`config.mk`:
```
export PLATFORM = sky130hd
export DESIGN_NAME = fir_decimation_and_result_bus
export DESIGN_NICKNAME = d
export VERILOG_FILES = /design/src/design/fir_decimation_and_result_bus.v
export VERILOG_INCLUDE_DIRS = /design/src /design/src/design
export SDC_FILE = /design/constraint.sdc
export NUM_CORES = 1
export LEC_CHECK = 0
export BUFFER_PORTS_ARGS = -buffer_cell sky130_fd_sc_hd__clkbuf_2
export CAP_MARGIN = 10
export CORE_MARGIN = 5
export CORE_UTILIZATION = 52
export DETAILED_ROUTE_END_ITERATION = 12
export PLACE_DENSITY = 0.83
export SYNTH_ARGS = -nofsm -noshare
export SYNTH_HDL_FRONTEND = slang
export SYNTH_SLANG_ARGS = --single-unit
```
`constraint.sdc`:
```
create_clock -name CLOCK -period 3.7 [get_ports CLOCK]
set_clock_uncertainty 0.2 [all_clocks]
set_input_delay 0.37 -clock CLOCK [delete_from_list [all_inputs] [get_ports CLOCK]]
set_output_delay 0.37 -clock CLOCK [all_outputs]
set_load 0.05 [all_outputs]
```
`src/design/fir_dec_map.vh`:
```
`ifndef FIR_DEC_MAP_VH
`define FIR_DEC_MAP_VH

// ----------------------------------------------------------------
// sizes
// ----------------------------------------------------------------
`define CELL_COUNT        8
`define CELL_SEL_WIDTH    3
`define COEF_WIDTH        9
`define RESULT_WIDTH      26
`define DEC_SEL_WIDTH     2

// ----------------------------------------------------------------
// result bus lanes
// ----------------------------------------------------------------
`define RESULT_LOW_MSB    15
`define RESULT_HIGH_LSB   16
`define RESULT_HIGH_MSB   25

// ----------------------------------------------------------------
// decimation select codes
// ----------------------------------------------------------------
`define DEC_NONE          2'h0
`define DEC_ONE           2'h1
`define DEC_TWO           2'h2
`define DEC_THREE         2'h3

// ----------------------------------------------------------------
// result buffer
// ----------------------------------------------------------------
`define RESULT_FIFO_DEPTH 8
`define RESULT_FIFO_AW    3

`endif

```
`src/design/fir_decimation_and_result_bus.v`:
```
`timescale 1ns/100ps
`default_nettype none
`include "fir_dec_map.vh"

// ----------------------------------------------------------------
// result buffer fifo
// ----------------------------------------------------------------
module result_fifo #(
   parameter WIDTH = `RESULT_WIDTH,
   parameter DEPTH = `RESULT_FIFO_DEPTH,
   parameter AW    = `RESULT_FIFO_AW
) (
   input  wire             clk,
   input  wire             rst_n,
   input  wire             in_valid,
   output wire             in_ready,
   input  wire [WIDTH-1:0] in_data,
   output wire             out_valid,
   input  wire             out_ready,
   output wire [WIDTH-1:0] out_data
);
   reg  [WIDTH-1:0] mem [0:DEPTH-1];
   reg  [AW-1:0]    wr_ptr_r;
   reg  [AW-1:0]    rd_ptr_r;
   reg  [AW:0]      count_r;
   wire             push;
   wire             pop;

   assign in_ready  = (count_r != DEPTH[AW:0]);
   assign out_valid = (count_r != {(AW+1){1'b0}});
   assign out_data  = mem[rd_ptr_r];
   assign push      = in_valid & in_ready;
   assign pop       = out_valid & out_ready;

   always @(posedge clk) begin
      if (push) begin
         mem[wr_ptr_r] <= in_data;
      end
   end

   always @(posedge clk or negedge rst_n) begin
      if (!rst_n) begin
         wr_ptr_r <= {AW{1'b0}};
         rd_ptr_r <= {AW{1'b0}};
         count_r  <= {(AW+1){1'b0}};
      end else begin
         if (push) begin
            wr_ptr_r <= (wr_ptr_r == DEPTH[AW-1:0] - 1'b1) ? {AW{1'b0}} : wr_ptr_r + 1'b1;
         end
         if (pop) begin
            rd_ptr_r <= (rd_ptr_r == DEPTH[AW-1:0] - 1'b1) ? {AW{1'b0}} : rd_ptr_r + 1'b1;
         end
         if (push && !pop) begin
            count_r <= count_r + 1'b1;
         end else if (pop && !push) begin
            count_r <= count_r - 1'b1;
         end
      end
   end
endmodule // result_fifo

// Operation
// - decimation select picks zero to three registers
// - coefficients advance slower with more decimation registers
// - decimation select is latched, one clock late
// - drive 26-bit result from cell or adder
// - cell select chooses one of eight cells
// - shift-add select picks cell or adder result
// - upper enable low drives bits 16 to 25
// - lower enable low drives bits 0 to 15
// - decimation adds one to three clocks delay
// - latched cell select holds first selected result
// - shift-add select reaches the result bus four clocks late
module fir_decimation_and_result_bus #(
   parameter CELLS = `CELL_COUNT,
   parameter CW    = `COEF_WIDTH,
   parameter RW    = `RESULT_WIDTH
) (
   input  wire                CLOCK,
   input  wire                RSTN,
   input  wire [CW-1:0]       COEFFICIENT_IN,
   input  wire                COEFFICIENT_LOAD_ENABLE_N,
   input  wire [1:0]          DECIMATION_SELECT,
   input  wire [2:0]          CELL_SELECT,
   input  wire                SHIFT_ADD_SELECT,
   input  wire                RESULT_UPPER_ENABLE_N,
   input  wire                RESULT_LOWER_ENABLE_N,
   input  wire [CELLS*RW-1:0] CELL_RESULTS,
   input  wire [RW-1:0]       SHIFT_ADD_RESULT,
   output wire [CELLS*CW-1:0] CELL_COEFFICIENTS,
   output wire [CW-1:0]       COEFFICIENT_OUT,
   output wire [RW-1:0]       RESULT_BUS_OUT,
   output wire [RW-1:0]       RESULT_BUS_OE
);
   // ----------------------------------------------------------------
   // helpers
   // ----------------------------------------------------------------
   function [CW-1:0] tap_pick;
      input [1:0]    sel;
      input [CW-1:0] t0;
      input [CW-1:0] t1;
      input [CW-1:0] t2;
      input [CW-1:0] t3;
      begin
         case (sel)
            `DEC_NONE:  tap_pick = t0;
            `DEC_ONE:   tap_pick = t1;
            `DEC_TWO:   tap_pick = t2;
            `DEC_THREE: tap_pick = t3;
            default:    tap_pick = t0;
         endcase
      end
   endfunction

   // ----------------------------------------------------------------
   // latched controls
   // ----------------------------------------------------------------
   reg  [1:0]    dec_sel_r;
   reg           load_en_r;
   reg  [2:0]    cell_sel_r;
   reg           shift_add_select_r;
   reg  [2:0]    prev_cell_sel_r;
   reg           prev_shift_add_select_r;
   reg           primed_r;

   always @(posedge CLOCK or negedge RSTN) begin
      if (!RSTN) begin
         dec_sel_r       <= `DEC_NONE;
         load_en_r       <= 1'b0;
         cell_sel_r      <= 3'h0;
         shift_add_select_r         <= 1'b0;
         prev_cell_sel_r <= 3'h0;
         prev_shift_add_select_r    <= 1'b0;
         primed_r        <= 1'b0;
      end else begin
         dec_sel_r       <= DECIMATION_SELECT;
         load_en_r       <= ~COEFFICIENT_LOAD_ENABLE_N;
         cell_sel_r      <= CELL_SELECT;
         shift_add_select_r         <= SHIFT_ADD_SELECT;
         prev_cell_sel_r <= cell_sel_r;
         prev_shift_add_select_r    <= shift_add_select_r;
         primed_r        <= 1'b1;
      end
   end

   // ----------------------------------------------------------------
   // coefficient path: C register then three decimation registers
   // ----------------------------------------------------------------
   reg  [CW-1:0] c_r  [0:CELLS-1];
   reg  [CW-1:0] d1_r [0:CELLS-1];
   reg  [CW-1:0] d2_r [0:CELLS-1];
   reg  [CW-1:0] d3_r [0:CELLS-1];
   reg  [CW-1:0] coef_out_r;
   wire [CW-1:0] cell_out [0:CELLS-1];
   wire [CW-1:0] last_in;
   integer       i;

   genvar g;
   generate
      for (g = 0; g < CELLS; g = g + 1) begin : taps
         // exit point set by the latched decimation code
         assign cell_out[g] = tap_pick(dec_sel_r, c_r[g], d1_r[g], d2_r[g], d3_r[g]);
         assign CELL_COEFFICIENTS[g*CW +: CW] = c_r[g];
      end
   endgenerate

   assign last_in = (CELLS > 1) ? cell_out[CELLS-2] : COEFFICIENT_IN;

   always @(posedge CLOCK or negedge RSTN) begin
      if (!RSTN) begin
         for (i = 0; i < CELLS; i = i + 1) begin
            c_r[i]  <= {CW{1'b0}};
            d1_r[i] <= {CW{1'b0}};
            d2_r[i] <= {CW{1'b0}};
            d3_r[i] <= {CW{1'b0}};
         end
         coef_out_r <= {CW{1'b0}};
      end else if (load_en_r) begin
         c_r[0] <= COEFFICIENT_IN;
         for (i = 1; i < CELLS; i = i + 1) begin
            c_r[i]  <= cell_out[i-1];
         end
         for (i = 0; i < CELLS; i = i + 1) begin
            d1_r[i] <= c_r[i];
            d2_r[i] <= d1_r[i];
            d3_r[i] <= d2_r[i];
         end
         // shadow of the last cell's exit tap so the pin comes from a flop
         coef_out_r <= tap_pick(dec_sel_r, last_in, c_r[CELLS-1], d1_r[CELLS-1], d2_r[CELLS-1]);
      end
   end

   assign COEFFICIENT_OUT = coef_out_r;

   // ----------------------------------------------------------------
   // result capture
   // ----------------------------------------------------------------
   // a word is captured on the first clock after reset, then only when the latched selection changes, so an
   // unchanged address keeps the first clock's value for slow readers
   reg           pend_r;
   reg  [RW-1:0] pend_word_r;
   wire          sel_changed;
   wire [RW-1:0] sel_word;
   wire          fifo_in_ready;
   wire          fifo_out_valid;
   wire [RW-1:0] fifo_out_data;
   wire          drain_ok;

   assign sel_changed = ~primed_r | (cell_sel_r != prev_cell_sel_r) | (shift_add_select_r != prev_shift_add_select_r);
   assign sel_word    = shift_add_select_r ? SHIFT_ADD_RESULT : CELL_RESULTS[cell_sel_r*RW +: RW];

   always @(posedge CLOCK or negedge RSTN) begin
      if (!RSTN) begin
         pend_r      <= 1'b0;
         pend_word_r <= {RW{1'b0}};
      end else if (sel_changed) begin
         // a newer selection replaces one still waiting for room
         pend_r      <= 1'b1;
         pend_word_r <= sel_word;
      end else if (fifo_in_ready) begin
         pend_r      <= 1'b0;
      end
   end

   result_fifo #(
      .WIDTH (RW),
      .DEPTH (`RESULT_FIFO_DEPTH),
      .AW    (`RESULT_FIFO_AW)
   ) u_fifo (
      .clk       (CLOCK),
      .rst_n     (RSTN),
      .in_valid  (pend_r),
      .in_ready  (fifo_in_ready),
      .in_data   (pend_word_r),
      .out_valid (fifo_out_valid),
      .out_ready (drain_ok),
      .out_data  (fifo_out_data)
   );

   // ----------------------------------------------------------------
   // result bus drive
   // ----------------------------------------------------------------
   // a half-read in progress freezes the word so both halves match
   reg  [RW-1:0] result_r;
   reg  [RW-1:0] oe_r;

   assign drain_ok = (RESULT_UPPER_ENABLE_N == RESULT_LOWER_ENABLE_N);

   always @(posedge CLOCK or negedge RSTN) begin
      if (!RSTN) begin
         result_r <= {RW{1'b0}};
         oe_r     <= {RW{1'b0}};
      end else begin
         if (fifo_out_valid && drain_ok) begin
            result_r <= fifo_out_data;
         end
         oe_r[RW-1:`RESULT_HIGH_LSB]  <= {(RW-`RESULT_HIGH_LSB){~RESULT_UPPER_ENABLE_N}};
         oe_r[`RESULT_LOW_MSB:0]      <= {(`RESULT_LOW_MSB+1){~RESULT_LOWER_ENABLE_N}};
      end
   end

   assign RESULT_BUS_OUT = result_r;
   assign RESULT_BUS_OE  = oe_r;

endmodule // fir_decimation_and_result_bus

`default_nettype wire

```
* Word-level counts from Yosys, hierarchy flattened
Memories as Yosys holds them, arrays and structs flattened. A register that Yosys moved wholly into a read port is not among the register bits.
Cells that the tools add are included.
** Cells by class
- Add/sub/neg operators :: 4
- $mul :: 1
- Equal/unequal tests :: 9
- Shifts and indexed selects :: 1
- Multiplexer cells :: 17
- Bitwise operators :: 8
- Reduce and logical (&&, ||, !) cells :: 10
** Operator list (number)
- $pmux W9 S4 :: 8
- $shiftx A208 B9 Y26 :: 1
- $mux W26 :: 1
- $mux W4 :: 2
- $mul A3 B4 Y7 const B :: 1
- $add A3 B1 Y3 const B :: 2
- $eq A3 B3 Y1 const B :: 2
- $mux W3 :: 2
- $add A4 B1 Y4 const B :: 1
- $eq A2 B2 Y1 const B :: 2
- $mux W1 :: 4
- $ne A4 B4 Y1 const B :: 1
- $not A1 Y1 :: 4
- $reduce_bool A2 Y1 :: 2
- $reduce_bool A4 Y1 :: 1
- $sub A4 B1 Y4 const B :: 1
- $logic_and A1 B1 Y1 :: 3
- $logic_not A1 Y1 :: 3
- $ne A3 B3 Y1 :: 1
- $and A1 B1 Y1 :: 2
- $eq A2 B1 Y1 const B :: 1
- $logic_not A2 Y1 :: 1
- $or A1 B1 Y1 :: 2
- $eq A1 B1 Y1 :: 1
- $ne A1 B1 Y1 :: 1
** Storage, ports and cells
- Flip-flop bits (word level) :: 354
- Memory bits (writable) :: 208
- Output and inout bits :: 133
- Word-level logic and storage cells :: 96
- Memories kept :: 1
** Memory list
- u_fifo.mem :: depth 8, bits a word 26, read ports 1, clocked after Yosys merged registers in 1, write ports 1, line fir_decimation_and_result_bus.v:22 : reg [WIDTH-1:0] mem [0:DEPTH-1];

* Depth between registers and ports, before layout
Gate-level depths: netlist of the first run.
- Depth after elaboration :: 6
- Mapped depth :: 12
- Mapped depth without buffers :: 11

* Hierarchy
Synthesis of the first run repeated with hierarchy kept, for this count alone.
** Second synthesis, totals
- Cells, all modules :: 1383
- Area total of the unflattened synthesis :: 25480.7 µm²
** By module, submodules not included
- fir_decimation_and_result_bus :: times used 1, cells an instance 1016, area each 16807.4 µm²
- result_fifo :: times used 1, cells an instance 367, area each 8673.3 µm²

* Least setup slack after synthesis of the first run
OpenSTA, ideal clock, no wires.
- Path type :: register to register
- Start point :: reg u_fifo.count_r[0]
- End point :: mem u_fifo.mem[0][0] in the netlist's numbering (enable)
- Setup time :: 0.475 ns
- Arrival :: 3.189 ns
- Data required time :: 3.025 ns
- Path slack :: -0.164 ns
- Cell stages (with the launch flop) :: 5
- Period minus slack after synthesis :: 3.864 ns
- Cells stage by stage :: dfrtp_1 -> nor3_1 -> nand2_1 -> nand2_1 -> nor4_1
** On the way
- Longest elaborated chain between the ends :: 4
** Ends and longest elaborated chain
- start: declaration :: line fir_decimation_and_result_bus.v:25 : reg [AW:0] count_r;
- start signal: assignment :: line fir_decimation_and_result_bus.v:45 : count_r <= {(AW+1){1'b0}};
- start signal: assignment :: line fir_decimation_and_result_bus.v:54 : count_r <= count_r + 1'b1;
- start signal: assignment :: line fir_decimation_and_result_bus.v:56 : count_r <= count_r - 1'b1;
- $ne A4 B4 Y1 :: line fir_decimation_and_result_bus.v:29 : assign in_ready = (count_r != DEPTH[AW:0]);
- $and A1 B1 Y1 :: line fir_decimation_and_result_bus.v:32 : assign push = in_valid & in_ready;
- $mux W1 :: line fir_decimation_and_result_bus.v:36 : if (push) begin
- $mux W1 (implied by the code) :: line fir_decimation_and_result_bus.v:37 : mem[wr_ptr_r] <= in_data;
- end: declaration :: line fir_decimation_and_result_bus.v:22
Every way passes these cells.

* Final worst setup path of the first run
- Start point :: reg u_fifo.count_r[0]
- End point :: reg u_fifo.count_r[3]
** On the way
- Longest elaborated chain between the ends :: 5
- Elaborated cells between the ends (all ways) :: 13
- Classes of those cells :: 2 x add/sub; 1 x eq/ne; 2 x mux; 2 x bitwise; 6 x reduce/logical
** Ends and longest elaborated chain
- $ne A4 B4 Y1 * :: line fir_decimation_and_result_bus.v:29
- $and A1 B1 Y1 * :: line fir_decimation_and_result_bus.v:32
- named net u_fifo.push :: line fir_decimation_and_result_bus.v:26 : wire push;
- $logic_not A1 Y1 :: line fir_decimation_and_result_bus.v:55 : end else if (pop && !push) begin
- $logic_and A1 B1 Y1 :: line fir_decimation_and_result_bus.v:55
- $reduce_bool A2 Y1 (no line)
The timed path passes the listed nets; every way through them passes the cells marked *. The select of a mux whose other input is x is not followed.
A chain may end at the register's enable or synchronous reset.

==> results by group, run 1 <==
Status
  • Outcome: complete, no violations

Global routing
  • First-pass GRT wire length: 91.79 mm
  • Global-route met2 utilization: 0.3604
  • Overall routing resource usage: 0.2204
  • Vias in the first global route: 15.69k
  • Most used routing layer: met2
  • Met1 usage: 0.3085
  • Largest net degree at the start of global routing: 111
  • Initial antenna violation count: 2
  • Grt total ovfl: 0
  • Met3 GRT Util: 0.04984

Logic synthesis
  • Synth top area share: 0.3629
  • Dominant synthesized flop cell: dfrtp_1
  • Post-synth EDFFs: 208
  • Area contributors post-synth: dfrtp_1, edfxtp_1, mux4_2
  • Post-synthesis mux area share: 0.3013
  • Post-synthesis cell type with the largest combined area: dfrtp_1
  • Synth Area in Simple Gates: 0.01621
  • Adder-cell share of the synthesized area: 0.004276
  • Seq/Total Area, Yosys: 0.6111
  • Synth Cell Area: 25,170 sq um
  • Cell with the most instances after synthesis: dfrtp_1
  • Seq cells post-synth: 573
  • Cell count after synthesis: 1,403
  • FFs w/ async S/R, synth: 0.6370
  • YS warnings: 0
  • Compound-cell area share of the yosys netlist: 0.03391
  • Cell variety after synth: 41
  • Mean Syn Cell Area: 17.94 sq um
  • Main combinational cell family by area after synthesis: multiplexers
  • Syn nets: 1,665
  • Post-synth top cells: dfrtp_1, mux2_1, edfxtp_1, mux4_2, mux2_2
  • Xor and xnor fraction of the mapped netlist area: 0.003082

Clock tree
  • CTS root buf: clkbuf_16
  • TritonCTS Buffers: 57
  • Clock latency on the worst-skew pair: 0.60 ns
  • CTS clk-pin slew, worst paths: 0.06 ns
  • Clock sinks: 573
  • Hold-fix buffers at CTS: 45
  • Post CTS Setup Buffer Count: 0
  • CTS tree: yes
  • Cts repair resizes: 0
  • Clock Tree Buf Depth: 3
  • Htree depth: 2

Placed design
  • Post-detail-place hpwl: 38.79 mm
  • Port Buffers: 386
  • GP Congestion: 0.9231

Power and ir drop
  • Int Pwr: 15,750 uW
  • Peak supply drop: 0.4906 mV
  • Sequential fraction of design power: 0.441
  • Logic pwr share: 0.309
  • Clock power frac: 0.250
  • P_leak: 0.01226 uW
  • NetSw: 8339 uW
  • PD cells: 802.2 nW/um^2
  • Net Sw Frac: 0.3462

Die
  • Initial core utilization: 0.5260
  • Row count: 80
  • # IOs: 387
  • Die area: 52,900 sq um
  • DIE HEIGHT: 230.0 um
  • Core area: 47,850 sq um
  • Die W: 230.0 um

Cells and area
  • Filler cells: 3,348
  • Multi-input combinational cell area: 9101 sq um
  • Layout net count: 2,064
  • Finished Core Util: 0.6276
  • Layout cells sized above 1: 0.4313
  • FF+latch area: 15,400 sq um
  • Area delta synth->final: 19.31%

STA
  • FMAX: 330.9 MHz
  • Fin crit period: 3.022 ns
  • Minimum hold slack: 0.1209 ns
  • Fin crit share: 0.8167
  • Slew Limit Fails: 0
  • Max-slew headroom: 0.2968
  • TNS Setup: 0 ns
  • RSZ-0062 raised after global routing: false
  • Final Hold Vio Count: 0
  • Setup Viol. Count Final: 0
  • Worst Tran Pin Value: 1.055 ns

Drt
  • Total Wirelength: 57.72 mm
  • Via count: 14.43k
  • DR WL/cell: 23.41 um
  • DRT Pass-1 Iters: 5
  • Detail Route Antenna Nets: 0
  • Drt via density: 5.855
  • DR iter-0 viols: 1,112
  • Drt drc: 0

Worst setup path
  • Crit Path Class: reg2reg
  • Worst path cell trace: nor3_1 > nand2_1 > nand2_1 > inv_2 > ha_1 > inv_1 > ha_1 > a21o_1 > a21oi_1 > mux2i_1 > xnor2_1
  • Critical Path Sink Type: flip-flop
  • Slowest stage delay, CP: 0.51 ns
  • CP Launch Type: flip-flop
  • WP data required: 4.02 ns
  • Crit Path Max Fanout: 5
  • CP arrival: 3.34 ns
  • Slowest-stage cell, CP: nor3_1

Flow run
  • # Max-Cap Violations: 0

Worst hold path
  • Hold Path Class: in2reg
-- final cells by class --
type | count | area share
clock inverter | 22 | 0.01125
tap | 615 | 0.02563
sequential | 573 | 0.5130
clock buffer | 83 | 0.05513
timing repair buffer | 462 | 0.09076
multi-input combinational | 700 | 0.3031
antenna | 2 | 0.0001667
inverter | 8 | 0.001000
-- cells by family after synthesis --
group / after synthesis
adders and majority gates: 8
and+or+nand+nor: 77
xor gates and xnor gates: 8
AOI/OAI and AO/OA: 108
DFF: 573
muxes: 498
buffers and inverters: 130
other: 1
-- sequential cells by signal, summed over array words and instances (netlist names) --
name	count
u_fifo.wr_ptr_r	3
load_en_r	1
prev_cell_sel_r	3
u_fifo.mem	208
prev_shift_add_select_r	1
RESULT_BUS_OE	2
u_fifo.count_r	4
u_fifo.rd_ptr_r	3
pend_r	1
d3_r	63
cell_sel_r	3
dec_sel_r	2
CELL_COEFFICIENTS	72
shift_add_select_r	1
primed_r	1
pend_word_r	26
d2_r	72
RESULT_BUS_OUT	26
d1_r	72
COEFFICIENT_OUT	9
-- layout by cell type (no fill, tap or decap), types with 27 or more instances in the layout --
cell type        n
nor2_1          30
mux2_2          72
dlygate4sd3_1   45
clkbuf_16       58
mux2_1         223
mux4_2         169
edfxtp_1       208
mux2i_1         27
a21oi_1         27
dfrtp_1        357
clkbuf_2       385
-- metal layers --
| metal | up-vias | wire [um] |
|---|---|---|
| met4 | 0 | 1103 |
| met5 | - | 0 |
| met2 | 533 | 28620 |
| met1 | 7541 | 24010 |
| li1 | 6260 | - |
| met3 | 98 | 3977 |
-- metrics by stage --
step                      area, sq um  setup slack [ns]  cells  power, uW
after floorplan                 25170            0.3589   1403      15720
after global placement          27580            0.7088   2313      17710
after detailed placement        27580            0.6692   2313      18200
after CTS                       30020            0.6416   2463      24350
after global routing            30030            0.4458   2465      25320
final                           30030            0.6782   2465      24090
-- worst max-delay path, delay by kind of cell (launching register included) --
kind / cells / cell delay (ns)
simple gates: 3 / 0.88
fa+ha+maj: 2 / 0.46
flops: 1 / 0.43
compound gates: 2 / 0.36
buf+inv: 2 / 0.26
mux: 1 / 0.24
xor+xnor: 1 / 0.13
-- final timing paths --
check,from,endpoint,slack [ns],cells past startpoint
setup / recovery,u_fifo.count_r[0],u_fifo.count_r[3],0.68,11
hold / removal,CELL_RESULTS[33],pend_word_r[7],0.12,4
min in group asynchronous,RSTN,d2_r[28],0.29,2
setup reg to reg,u_fifo.count_r[0],u_fifo.count_r[3],0.68,11
max in group asynchronous,RSTN,d2_r[47],1.96,3
hold reg to reg,d2_r[4],d2_r[4],0.28,1
-- power by group through the flow --
stage | Clock [uW] | Sequential [uW] | Combinational (uW)
floorplan | 0 | 11800 | 3950
global placement | 0 | 10500 | 7250
detailed placement | 0 | 10700 | 7460
CTS | 6150 | 10600 | 7560
global route | 6450 | 10900 | 7950
finish | 6030 | 10600 | 7440
Note: power is estimated with default switching activity, not from simulation.
==> inputs of run 2 (changes only) <==
==> constraint.sdc (replaced) <==
create_clock -name CLOCK -period 2.42 [get_ports CLOCK]
set_clock_uncertainty 0.2 [all_clocks]
set_input_delay 0.242 -clock CLOCK [delete_from_list [all_inputs] [get_ports CLOCK]]
set_output_delay 0.242 -clock CLOCK [all_outputs]
set_load 0.05 [all_outputs]
==> results by group, run 2 (same netlist as run 1, synthesis figures left out) <==
STA
  • Final Hold Vio Count: 0
  • Fin crit period: 2.261 ns
  • Worst Tran Pin Value: 0.8390 ns
  • RSZ-0062 raised after global routing: false
  • Fin crit share: 0.9342
  • Setup Viol. Count Final: 0
  • Slew Limit Fails: 0
  • FMAX: 442.3 MHz
  • Max-slew headroom: 0.4401
  • TNS Setup: 0 ns

Global routing
  • First-pass GRT wire length: 101.2 mm
  • Overall routing resource usage: 0.2472
  • Vias in the first global route: 16.52k
  • Largest net degree at the start of global routing: 69
  • Grt total ovfl: 0
  • Initial antenna violation count: 5

Power and ir drop
  • Peak supply drop: 0.6488 mV
  • Int Pwr: 24,170 uW
  • Sequential fraction of design power: 0.432
  • PD cells: 1199 nW/um^2
  • NetSw: 13,230 uW
  • Net Sw Frac: 0.3537
  • P_leak: 0.01280 uW
  • Clock power frac: 0.241
  • Logic pwr share: 0.327

Cells and area
  • Design Area, Final: 31,200 sq um
  • Final non-filler cell total: 2,579
  • Finished Core Util: 0.6522
  • Most frequent cells in the layout: clkbuf_2, dfrtp_1, mux2_1
  • Top reg by flops: u_fifo.mem
  • Layout cells sized above 1: 0.4280
  • Layout net count: 2,175
  • Max reg flops: 208
  • Leading cell type in the layout, fill and taps excluded: clkbuf_2
  • Area delta synth->final: 23.99%

Die
  • Die area: 52,900 sq um
  • # IOs: 387
  • Core area: 47,850 sq um
  • Row count: 80
  • DIE HEIGHT: 230.0 um
  • Initial core utilization: 0.5260
  • Die W: 230.0 um

Worst setup path
  • Slowest stage delay, CP: 0.38 ns
  • Crit Path Max Fanout: 4
  • CP Launch Type: flip-flop
  • Worst path cell trace: nor3_2 > buf_4 > a21oi_4 > inv_2 > ha_4 > inv_2 > ha_1 > a21o_1 > a21oi_2 > mux2i_1 > xnor2_1
  • CP startpoint: u_fifo.count_r[0]
  • WP data required: 2.76 ns
  • Slowest-stage cell, CP: dfrtp_1
  • Top cell by count, worst path: inv_2
  • Critical Path Sink Type: flip-flop
  • Crit Path Class: reg2reg
  • Number of buffers and inverters on the critical path: 3
  • Crit path max-delay family: adder cells
  • CP arrival: 2.60 ns
  • Critical R2R Launch: u_fifo.count_r[0]

Flow run
  • # Max-Cap Violations: 0

Drt
  • Drt via density: 5.951
  • DR WL/cell: 25.35 um
  • DR iter-0 viols: 1,255
  • Total Wirelength: 65.37 mm
  • Detail Route Antenna Nets: 0
  • Drt drc: 0
  • Via count: 15.35k
  • DRT Pass-1 Iters: 5

Worst hold path
  • Hold Path Class: in2reg
  • Hold path startpoint: CELL_RESULTS[203]

Clock tree
  • Clock sinks: 573
  • CTS root buf: clkbuf_16
  • Clock latency on the worst-skew pair: 0.62 ns
  • TritonCTS Buffers: 57
  • CTS tree: yes
  • Clock Tree Buf Depth: 3
  • Htree depth: 2
  • CTS clk-pin slew, worst paths: 0.06 ns

Placed design
  • Dpl cells: 2,352
  • GP Congestion: 0.9578
  • Placed Area: 28,090 sq um
  • Post-detail-place hpwl: 41.74 mm
  • Port Buffers: 386

Status
  • Outcome: complete, no violations
-- run 2: worst paths after layout --
| path | endpoint | cells after the start | slack [ns] |
|---|---|---|---|
| min reg2reg | d3_r[11] | 1 | 0.28 |
| max reg2reg | u_fifo.count_r[3] | 11 | 0.16 |
| min | pend_word_r[21] | 4 | 0.04 |
| min in group asynchronous | RESULT_BUS_OUT[14] | 3 | 0.64 |
| max | u_fifo.count_r[3] | 11 | 0.16 |
| max in group asynchronous | cell_sel_r[1] | 4 | 0.20 |
-- run 2: what timing repair did --
| action | CTS | global route |
|---|---|---|
| hold buffers | 117 | 0 |
| setup buffers | 0 | 0 |
| endpoints found under the hold margin | 409 | 0 |
| resized for setup | 0 | 4 |
| endpoints found under the setup margin | 0 | 1 |
-- run 2: worst register-to-register path, cell delays in order, from the launching register on --
cell and delay [ns]:
dfrtp_1 0.38, nor3_2 0.20, buf_4 0.15, a21oi_4 0.06, inv_2 0.07, ha_4 0.13
inv_2 0.05, ha_1 0.27, a21o_1 0.18, a21oi_2 0.13, mux2i_1 0.23, xnor2_1 0.13
-- run 2: layout make-up --
cell class | count | area (sq um)
Sequential cell | 573 | 15400
Inverter | 8 | 30.03
Fill cell | 3174 | 16640
Clock buffer | 82 | 1632
Tap cell | 615 | 769.5
Timing Repair Buffer | 573 | 3964
Multi-Input combinational cell | 700 | 9116
Antenna cell | 6 | 15.01
Clock inverter | 22 | 277.8
-- run 2: stage by stage --
stage	setup WS (ns)	hold slack (ns)	total power [uW]
global placement	0.04815	0.04924	27510
CTS	0.02192	0.002974	37520
global route	0.01687	0.03589	39200
floorplan	-0.7483	-0.2536	24080
finish	0.1592	0.04219	37400
detailed placement	0.04593	0.04748	28180
-- run 2: layer usage --
layer  track usage  share of wire  wire length, um
met1        0.3351           0.39            25780
met2        0.4044           0.49            32240
met3       0.04737          0.075             4931
met4       0.09191          0.037             2409
met5             0              0                0
-- run 2: power by group through the flow --
stage          Clock (uW)  Combinational [uW]  Sequential [uW]
2_1_floorplan           0                6080            18000
3_5_place_dp            0               12000            16200
3_3_place_gp            0               11700            15800
4_1_cts              9140               12300            16100
5_1_grt              9640               13000            16600
6_report             9020               12200            16200
